### config.mk
export PLATFORM = sky130hd
export DESIGN_NAME = uart_top
export DESIGN_NICKNAME = d
export VERILOG_FILES = /design/src/verilog/uart_pkg.sv /design/src/verilog/uart_top.sv /design/src/verilog/uart_rx.sv
export SDC_FILE = /design/constraint.sdc
export NUM_CORES = 1
export LEC_CHECK = 0
export BUFFER_PORTS_ARGS = -buffer_cell sky130_fd_sc_hd__buf_2
export CAP_MARGIN = 20
export CORE_MARGIN = 4
export CORE_UTILIZATION = 45
export CTS_CLUSTER_DIAMETER = 100
export DETAILED_ROUTE_END_ITERATION = 12
export HOLD_SLACK_MARGIN = 0.06
export PLACE_DENSITY = 0.61
export SETUP_SLACK_MARGIN = 0.5
export SYNTH_ARGS = -nofsm -noshare
export SYNTH_HDL_FRONTEND = slang
export SYNTH_SLANG_ARGS = --single-unit
### constraint.sdc
create_clock -name sys_clk -period 3.35 [get_ports sys_clk]
set_input_delay 0.335 -clock sys_clk [delete_from_list [all_inputs] [get_ports sys_clk]]
set_output_delay 0.335 -clock sys_clk [all_outputs]
set_load 0.02 [all_outputs]
### src/verilog/uart_pkg.sv
package uart_pkg;
    localparam int           DATA_W       = 8;
    localparam int           OVERSAMPLE   = 16;
    localparam logic [3:0]   CENTER_TICKS = 4'h8;
    localparam logic [3:0]   LAST_TICK    = 4'hf;
    localparam logic [3:0]   MIN_BITS     = 4'h5;
    localparam logic [1:0]   WLEN_RESET   = 2'h3;
    localparam int           CLK_NS       = 4;
    localparam int           CS_HOLD_NS   = 300;
    localparam int           CS_HOLD_CYC  = (CS_HOLD_NS + CLK_NS - 1) / CLK_NS;

    typedef enum logic [2:0] {
        ST_IDLE,
        ST_START,
        ST_DATA,
        ST_PARITY,
        ST_STOP1,
        ST_STOP2
    } frame_state_t;

    function automatic logic [3:0] data_bits(input logic [1:0] wlen);
        data_bits = MIN_BITS + {2'h0, wlen};
    endfunction

    function automatic logic parity_of(input logic [7:0] d,
                                       input logic [1:0] wlen,
                                       input logic       even);
        logic [7:0] m;
        m = 8'hff >> (4'h3 - {2'h0, wlen});
        parity_of = ^(d & m) ^ ~even;
    endfunction
endpackage

### src/verilog/uart_top.sv
`timescale 1ns/10ps
// Behaviour
// - reset sets tx buffer empty, end of char and serial out high
// - data strobe clears tx buffer empty
// - holding register moves into idle shift register at once
// - after transfer: serial out and end of char low, buffer empty high
// - frame: start, data, optional parity, stop bits
// - end of char rises after last stop bit held one bit time
// - next character accepted while current frame is sent
// - one control register serves both directions
// - receiver starts on serial input falling edge
// - start re-sampled 8 rx ticks later; abandoned if high
// - edge during high rx clock times from next falling clock edge
// - parity and stop mismatches set error flags
// - no-parity mode keeps parity error low
// - new char while ready set raises overrun
// - receiver takes next char after ready set
// - external reset clears all but control and received data
// - 5 to 8 data bits, odd/even/no parity, 1 or 2 stops
// - rx data and status outputs always driven, with enables on rx_data_oe and status_oe
module uart_top
    import uart_pkg::*;
(
    input  wire logic               sys_clk,
    input  wire logic               rst_n,
    input  wire logic               external_reset,
    input  wire logic               tx_clock,
    input  wire logic               rx_clock,
    input  wire logic [DATA_W-1:0]  tx_data_in,
    input  wire logic               data_strobe_n,
    input  wire logic               control_strobe,
    input  wire logic               word_length_bit0,
    input  wire logic               word_length_bit1,
    input  wire logic               two_stop_select,
    input  wire logic               no_parity_select,
    input  wire logic               even_parity_select,
    input  wire logic               rx_word_enable_n,
    input  wire logic               status_out_enable_n,
    input  wire logic               clear_char_ready_n,
    input  wire logic               serial_in,
    output logic                    serial_out,
    output logic                    tx_buffer_empty,
    output logic                    end_of_char,
    output logic [DATA_W-1:0]       rx_data_out,
    output logic                    rx_data_oe,
    output logic                    rx_char_ready_out,
    output logic                    parity_error_out,
    output logic                    framing_error_out,
    output logic                    overrun_out,
    output logic                    tx_buffer_empty_out,
    output logic                    status_oe
);
    import uart_pkg::*;

    // control register, untouched by external reset
    logic [1:0]  wlen, next_wlen;
    logic        two_stop, no_par, even_par;
    logic        next_two_stop, next_no_par, next_even_par;
    logic        cs_d;

    always_comb begin
        next_wlen     = wlen;
        next_two_stop = two_stop;
        next_no_par   = no_par;
        next_even_par = even_par;
        // latch on strobe trailing edge: inputs settled by then
        if (cs_d && !control_strobe) begin
            next_wlen     = {word_length_bit1, word_length_bit0};
            next_two_stop = two_stop_select;
            next_no_par   = no_parity_select;
            next_even_par = even_parity_select;
        end
    end

    always_ff @(posedge sys_clk) begin
        if (!rst_n) begin
            wlen     <= WLEN_RESET;
            two_stop <= 1'b0;
            no_par   <= 1'b1;
            even_par <= 1'b0;
            cs_d     <= 1'b0;
        end else begin
            wlen     <= next_wlen;
            two_stop <= next_two_stop;
            no_par   <= next_no_par;
            even_par <= next_even_par;
            cs_d     <= control_strobe;
        end
    end

    // transmitter
    frame_state_t       tst, next_tst;
    logic [3:0]         ttick, next_ttick, tbitn, next_tbitn;
    logic [7:0]         hold, next_hold, tsh, next_tsh;
    logic               tpar, next_tpar;
    logic               next_so, next_tx_buffer_empty, next_eoc;
    logic               tclk_d, ds_d, tx_en, load;

    assign tx_en = tclk_d & ~tx_clock;

    always_comb begin
        next_tst   = tst;
        next_ttick = ttick;
        next_tbitn = tbitn;
        next_hold  = hold;
        next_tsh   = tsh;
        next_tpar  = tpar;
        next_so    = serial_out;
        next_tx_buffer_empty  = tx_buffer_empty;
        next_eoc   = end_of_char;
        load       = 1'b0;
        if (!ds_d && data_strobe_n) begin
            next_hold = tx_data_in;
            next_tx_buffer_empty = 1'b0;
        end
        if (tst == ST_IDLE && !tx_buffer_empty) begin
            load       = 1'b1;
            next_tsh   = hold;
            next_tpar  = parity_of(hold, wlen, even_par);
            next_tst   = ST_START;
            next_ttick = 4'h0;
            next_tbitn = 4'h0;
            next_so    = 1'b0;
            next_eoc   = 1'b0;
            next_tx_buffer_empty  = 1'b1;
        end else if (tst != ST_IDLE && tx_en) begin
            next_ttick = ttick + 4'h1;
            if (ttick == LAST_TICK) begin
                case (tst)
                    ST_START: begin
                        next_tst = ST_DATA;
                        next_so  = tsh[0];
                        next_tsh = {1'b0, tsh[7:1]};
                    end
                    ST_DATA: begin
                        next_tbitn = tbitn + 4'h1;
                        if (tbitn + 4'h1 == data_bits(wlen)) begin
                            next_tst = no_par ? ST_STOP1 : ST_PARITY;
                            next_so  = no_par ? 1'b1 : tpar;
                        end else begin
                            next_so  = tsh[0];
                            next_tsh = {1'b0, tsh[7:1]};
                        end
                    end
                    ST_PARITY: begin
                        next_tst = ST_STOP1;
                        next_so  = 1'b1;
                    end
                    ST_STOP1: begin
                        next_tst = two_stop ? ST_STOP2 : ST_IDLE;
                        next_eoc = !two_stop;
                    end
                    ST_STOP2: begin
                        next_tst = ST_IDLE;
                        next_eoc = 1'b1;
                    end
                    default: next_tst = ST_IDLE;
                endcase
            end
        end
    end

    always_ff @(posedge sys_clk) begin
        tclk_d <= tx_clock;
        if (!rst_n || external_reset) begin
            tst             <= ST_IDLE;
            ttick           <= 4'h0;
            tbitn           <= 4'h0;
            hold            <= 8'h00;
            tsh             <= 8'h00;
            tpar            <= 1'b0;
            ds_d            <= 1'b1;
            serial_out      <= 1'b1;
            tx_buffer_empty <= 1'b1;
            end_of_char     <= 1'b1;
        end else begin
            tst             <= next_tst;
            ttick           <= next_ttick;
            tbitn           <= next_tbitn;
            hold            <= next_hold;
            tsh             <= next_tsh;
            tpar            <= next_tpar;
            ds_d            <= data_strobe_n;
            serial_out      <= next_so;
            tx_buffer_empty <= next_tx_buffer_empty;
            end_of_char     <= next_eoc;
        end
    end

    logic [7:0] rx_data;
    logic       rx_ready, pe, fe, ovr;

    uart_rx u_rx (
        .sys_clk            (sys_clk),
        .rst_n              (rst_n),
        .external_reset     (external_reset),
        .rx_clock           (rx_clock),
        .serial_in          (serial_in),
        .wlen               (wlen),
        .two_stop           (two_stop),
        .no_par             (no_par),
        .even_par           (even_par),
        .clear_char_ready_n (clear_char_ready_n),
        .rx_data            (rx_data),
        .rx_char_ready      (rx_ready),
        .parity_error       (pe),
        .framing_error      (fe),
        .overrun            (ovr)
    );

    // pins always driven; enables leave on rx_data_oe and status_oe, bus resolution is outside
    assign rx_data_oe          = ~rx_word_enable_n;
    assign rx_data_out         = rx_data;
    assign status_oe           = ~status_out_enable_n;
    assign rx_char_ready_out   = rx_ready;
    assign parity_error_out    = pe;
    assign framing_error_out   = fe;
    assign overrun_out         = ovr;
    assign tx_buffer_empty_out = tx_buffer_empty;

    property p_reset_idle;
        @(posedge sys_clk) disable iff (!rst_n)
        external_reset |=> (serial_out && tx_buffer_empty && end_of_char);
    endproperty
    a_reset_idle: assert property (p_reset_idle)
        else $error("line not marking after reset");

    property p_strobe_full;
        @(posedge sys_clk) disable iff (!rst_n || external_reset)
        (!ds_d && data_strobe_n && tst != ST_IDLE) |=> !tx_buffer_empty;
    endproperty
    a_strobe_full: assert property (p_strobe_full)
        else $error("buffer empty stuck after data strobe");

    property p_load;
        @(posedge sys_clk) disable iff (!rst_n || external_reset)
        load |=> (!serial_out && !end_of_char && tx_buffer_empty);
    endproperty
    a_load: assert property (p_load)
        else $error("transfer flags wrong");

    property p_eoc_idle;
        @(posedge sys_clk) disable iff (!rst_n || external_reset)
        $rose(end_of_char) |-> (tst == ST_IDLE && serial_out);
    endproperty
    a_eoc_idle: assert property (p_eoc_idle)
        else $error("end of char raised mid frame");
endmodule

### src/verilog/uart_rx.sv
`timescale 1ns/10ps
module uart_rx
    import uart_pkg::*;
(
    input  wire logic             sys_clk,
    input  wire logic             rst_n,
    input  wire logic             external_reset,
    input  wire logic             rx_clock,
    input  wire logic             serial_in,
    input  wire logic [1:0]       wlen,
    input  wire logic             two_stop,
    input  wire logic             no_par,
    input  wire logic             even_par,
    input  wire logic             clear_char_ready_n,
    output logic [DATA_W-1:0]     rx_data,
    output logic                  rx_char_ready,
    output logic                  parity_error,
    output logic                  framing_error,
    output logic                  overrun
);
    import uart_pkg::*;

    frame_state_t     st, next_st;
    logic [3:0]       tick, next_tick;
    logic [3:0]       bitn, next_bitn;
    logic [7:0]       sh, next_sh;
    logic             pbit, next_pbit;
    logic             ferr, next_ferr;
    logic             clk_d, si_d, armed, next_armed;
    logic [7:0]       next_rx_data;
    logic             next_ready, next_pe, next_fe, next_or;
    logic             tick_en, done;

    // sample on falling rx_clock edge, so a start edge seen while high waits
    assign tick_en = clk_d & ~rx_clock;

    always_comb begin
        next_st    = st;
        next_tick  = tick;
        next_bitn  = bitn;
        next_sh    = sh;
        next_pbit  = pbit;
        next_ferr  = ferr;
        next_armed = armed;
        done       = 1'b0;
        case (st)
            ST_IDLE: begin
                if (si_d & ~serial_in) begin
                    next_st   = ST_START;
                    next_tick = 4'h0;
                end
            end
            ST_START: begin
                if (tick_en) begin
                    next_tick = tick + 4'h1;
                    if (tick + 4'h1 == CENTER_TICKS) begin
                        next_tick = 4'h0;
                        next_bitn = 4'h0;
                        next_st   = serial_in ? ST_IDLE : ST_DATA;
                    end
                end
            end
            default: begin
                if (tick_en) begin
                    next_tick = tick + 4'h1;
                    if (tick == LAST_TICK) begin
                        case (st)
                            ST_DATA: begin
                                next_sh = {serial_in, sh[7:1]};
                                next_bitn = bitn + 4'h1;
                                if (bitn + 4'h1 == data_bits(wlen))
                                    next_st = no_par ? ST_STOP1 : ST_PARITY;
                            end
                            ST_PARITY: begin
                                next_pbit = serial_in;
                                next_st   = ST_STOP1;
                            end
                            ST_STOP1: begin
                                next_ferr = ~serial_in;
                                if (two_stop) begin
                                    next_st = ST_STOP2;
                                end else begin
                                    next_st = ST_IDLE;
                                    done    = 1'b1;
                                end
                            end
                            ST_STOP2: begin
                                next_ferr = ferr | ~serial_in;
                                next_st   = ST_IDLE;
                                done      = 1'b1;
                            end
                            default: next_st = ST_IDLE;
                        endcase
                    end
                end
            end
        endcase
        if (next_st == ST_IDLE && st != ST_IDLE)
            next_armed = 1'b1;
    end

    logic [7:0] aligned;
    always_comb begin
        aligned      = sh >> (4'h8 - data_bits(wlen));
        next_rx_data = rx_data;
        next_pe      = parity_error;
        next_fe      = framing_error;
        next_or      = overrun;
        next_ready   = rx_char_ready;
        if (!clear_char_ready_n)
            next_ready = 1'b0;
        if (done) begin
            next_rx_data = aligned;
            next_ready   = 1'b1;
            next_or      = rx_char_ready;
            next_fe      = next_ferr;
            next_pe      = no_par ? 1'b0 :
                           (parity_of(aligned, wlen, even_par) != pbit);
        end
    end

    always_ff @(posedge sys_clk) begin
        clk_d   <= rx_clock;
        si_d    <= serial_in;
        rx_data <= next_rx_data; // held through external reset
        if (!rst_n || external_reset) begin
            st            <= ST_IDLE;
            tick          <= 4'h0;
            bitn          <= 4'h0;
            sh            <= 8'h00;
            pbit          <= 1'b0;
            ferr          <= 1'b0;
            armed         <= 1'b0;
            rx_char_ready <= 1'b0;
            parity_error  <= 1'b0;
            framing_error <= 1'b0;
            overrun       <= 1'b0;
        end else begin
            st            <= next_st;
            tick          <= next_tick;
            bitn          <= next_bitn;
            sh            <= next_sh;
            pbit          <= next_pbit;
            ferr          <= next_ferr;
            armed         <= next_armed;
            rx_char_ready <= next_ready;
            parity_error  <= next_pe;
            framing_error <= next_fe;
            overrun       <= next_or;
        end
    end

    property p_rx_ready_on_done;
        @(posedge sys_clk) disable iff (!rst_n || external_reset)
        done |=> rx_char_ready;
    endproperty
    a_rx_ready_on_done: assert property (p_rx_ready_on_done)
        else $error("char ready not set after frame");

    property p_no_par_pe;
        @(posedge sys_clk) disable iff (!rst_n || external_reset)
        (done && no_par) |=> !parity_error;
    endproperty
    a_no_par_pe: assert property (p_no_par_pe)
        else $error("parity error with parity off");

    property p_overrun;
        @(posedge sys_clk) disable iff (!rst_n || external_reset)
        (done && rx_char_ready) |=> overrun;
    endproperty
    a_overrun: assert property (p_overrun)
        else $error("overrun missed");

    property p_start_abort;
        @(posedge sys_clk) disable iff (!rst_n || external_reset)
        (st == ST_START && tick_en && tick == 4'h7 && serial_in)
            |=> st == ST_IDLE;
    endproperty
    a_start_abort: assert property (p_start_abort)
        else $error("false start not abandoned");
endmodule

==> impl_results.md <==
- Status: finished, final reports clean
- Remaining antenna violation count: 0
- Latest clock arrival within the worst-skew pair: 0.34 ns
- CTS buffer count: 9
- H-tree depth: 3
- Final setup fails: 0
- CTS max path bufs: 2
- Synth Register Bits: 74
- Design area: between 4000 and 5000 sq um
- Largest net degree at the start of global routing: 22
- Drt via density: 5.28
- Core area: between 7000 and 8000 sq um
- Sequential element share of the synthesized area: 0.425
- Antenna violations before repair: 0
- Period utilisation layout: 0.793
- Static Leak: 0.00154 uW
- Slew Limit Headroom: 0.498
- Clock sink count: 74
- Final GP Congestion: ~0.82
- HPWL after detailed placement: 5500 microns
- Number of core rows: 32
- PwrDens: 430 nW/um^2
- DRC: 0
- Commonest cells after routing, fill and taps aside: dfxtp_1 (66), nand2_1 (58), nor2_1 (47), buf_2 (41), a21oi_1 (32)
- Number of antenna diodes: 0
- Netlist Area Pre-Place: 3680 sq um
- Final Hold Fails: 0
- CTS tree: done
- Initial DRC count: 141
- Final Non-Filler Cells: 553
- F_max: 0.376 GHz
- EDFF count, synth: 8
- Area delta synth->final: 14.3%
- Drt pass-1 iters: 4
- Slew Viols, Final: 0
- WS Path Type: register to register
- Starting Density: 0.469
- Clock skew: roughly 0.012 ns
- Grt total ovfl: 0
- Average wire per standard cell: about 14 microns
- Total track usage: 0.165
- Clock Pin Slew Worst Setup and Hold Paths: 0.08 ns
- Max stage delay on crit path: between 0.5 and 0.6 ns
- DIE WIDTH: 98.4 microns
- Asr flop ratio synth: 0
- Total power draw: 1810 uW
- Port Buffers: 41
- Vias: 2,921
- RSZ-0062 raised after global routing: false
- Routed WL: 7640 microns
- Clk root buf: clkbuf_8
- Synth Net Count: 440
- Io pins: 42
- Max rail drop VDD: 0.000187 V
- Die height: 98.4 microns
- Crit path DAT: 2.92 ns
- Setup_tns: 0 ns
- Yosys cell types: 60
- Die area: 9680 sq um
- Hold/Removal Path Class: primary input to register
- Synth Warn #: 0
- Synthesized area per cell: about 9.0 sq um
- Endpoint class of the critical path: register
- CP required: 3.61 ns
- Slowest-stage cell, CP: mux4_2
- Top FF cell, synth: dfxtp_1
- CP Launch Type: register
- Total Nets Final: 477
- First-pass GRT wire length: 13,100 microns
- Max FO, Critical Path: 14
- Layout cells sized above 1: 0.186
- Commonest non-fill, non-tap cell in the layout: dfxtp_1
- Crit path cell chain: buf_4 > inv_1 > ha_2 > mux4_2 > xor2_1 > xnor2_1 > xnor3_1 > o22ai_1
- Measured slew at the worst slew-check pin: 0.752 ns
- Maximum capacitance violations: 0
- Placement Cell Area: 3980 sq um
- Min Tclk post-route: approximately 2.7 ns
- Vias in the first global route: 2,744
- DP Cell Count: 538
- Mapped Cells: 410
[cell families after synthesis]
logic type | count (synthesis) | share of synthesized area
and+or+nand+nor | 161 | 0.211
DFF | 74 | 0.425
muxes | 18 | 0.0660
buffers and inverters | 35 | 0.0381
AOI/OAI and AO/OA | 88 | 0.169
adders and majority gates | 6 | 0.0204
xor gates and xnor gates | 28 | 0.0704
[path summary, 6_finish.rpt]
| path | endpoint | cells past startpoint | slack (ns) | startpoint |
|---|---|---|---|---|
| setup / recovery | u_rx.parity_error$_SDFFE_PP0P_ | 8 | 0.69 | wlen[0]$_SDFFE_PN1P_ |
| hold / removal | tclk_d$_DFF_P_ | 1 | 0.1 | tx_clock |
| setup reg to reg | u_rx.parity_error$_SDFFE_PP0P_ | 8 | 0.69 | wlen[0]$_SDFFE_PN1P_ |
| hold reg to reg | u_rx.sh[0]$_SDFFE_PP0P_ | 2 | 0.46 | u_rx.sh[0]$_SDFFE_PP0P_ |
[repair_timing]
item                       CTS  global route
gates resized for setup      0             1
hold endpoints to repair     0             0
buffers inserted             0             0
setup endpoints to repair    0             1
hold buffers                 0             0
[power breakdown]
group          leakage, uW  internal [uW]  total [uW]  switching [uW]
Clock             0.000115            461         788             327
Combinational     0.000799           45.7         109            63.0
Sequential        0.000626            901         910            8.89
[registers in the layout (all words and copies together) (netlist names), 2 cells and up]
name	count
hold	8
tbitn	4
tsh	8
tst	3
ttick	4
u_rx.bitn	4
u_rx.rx_data	8
u_rx.sh	8
u_rx.st	3
u_rx.tick	4
wlen	2
[metrics by stage]
| step | hold slack (ns) | util | setup WS (ns) |
|---|---|---|---|
| 3_5_place_dp | 0.449 | 0.507 | 0.574 |
| 4_1_cts | 0.0790 | 0.535 | 0.542 |
| 2_1_floorplan | 0.363 | - | 0.501 |
| 5_1_grt | 0.0766 | 0.536 | 0.494 |
| 6_report | 0.0963 | 0.536 | 0.694 |
| 3_3_place_gp | 0.447 | 0.507 | 0.663 |
[metal layers]
| layer | part of all wire | global-route usage | vias up |
|---|---|---|---|
| li1 | - | - | 1507 |
| met1 | 0.51 | 0.239 | 1349 |
| met2 | 0.43 | 0.240 | 53 |
| met3 | 0.042 | 0.0321 | 12 |
| met4 | 0.018 | 0.0683 | 0 |
| met5 | 0 | 0 | - |
[synthesized netlist by cell type, types with 4 or more instances]
library cell   n  share of area
ha_1           6          0.020
a211oi_2       4          0.014
xnor2_1       18          0.043
inv_1         12          0.012
nand2b_1      10          0.017
edfxtp_1       8          0.065
nand4_1        4         0.0068
o21ai_0        6         0.0082
buf_2          4         0.0054
mux4_2         5          0.031
a31oi_1        5         0.0085
mux2i_1       13          0.035
nand3_1        8          0.011
o211ai_1       7          0.014
xor2_1         9          0.021
nor2b_1       10          0.017
a21oi_1       32          0.044
clkbuf_1      15          0.015
a211oi_1       4         0.0082
dfxtp_1       66           0.36
nand2_1       58          0.059
nor2_1        47          0.048
nor3_1         4         0.0054
[final cells by class]
type                       count  area (sq um)
tap                          102           128
sequential                    74          1560
multi-input combinational    301          1980
timing repair buffer          49           265
inverter                      12          45.0
fill                         780          3640
clock buffer                  11           153
clock inverter                 4          73.8
[worst max-delay path, delay by kind of cell, from the launching register on]
kind                     cells  cell delay, ns
buffers and inverters        2            0.28
AO/OA/AOI/OAI                1            0.16
adder cells (fa/ha/maj)      1            0.51
multiplexers                 1            0.57
flip-flops                   1            0.32
XOR/XNOR                     3            0.75
No activity file was read; power rests on OpenSTA's default activity.
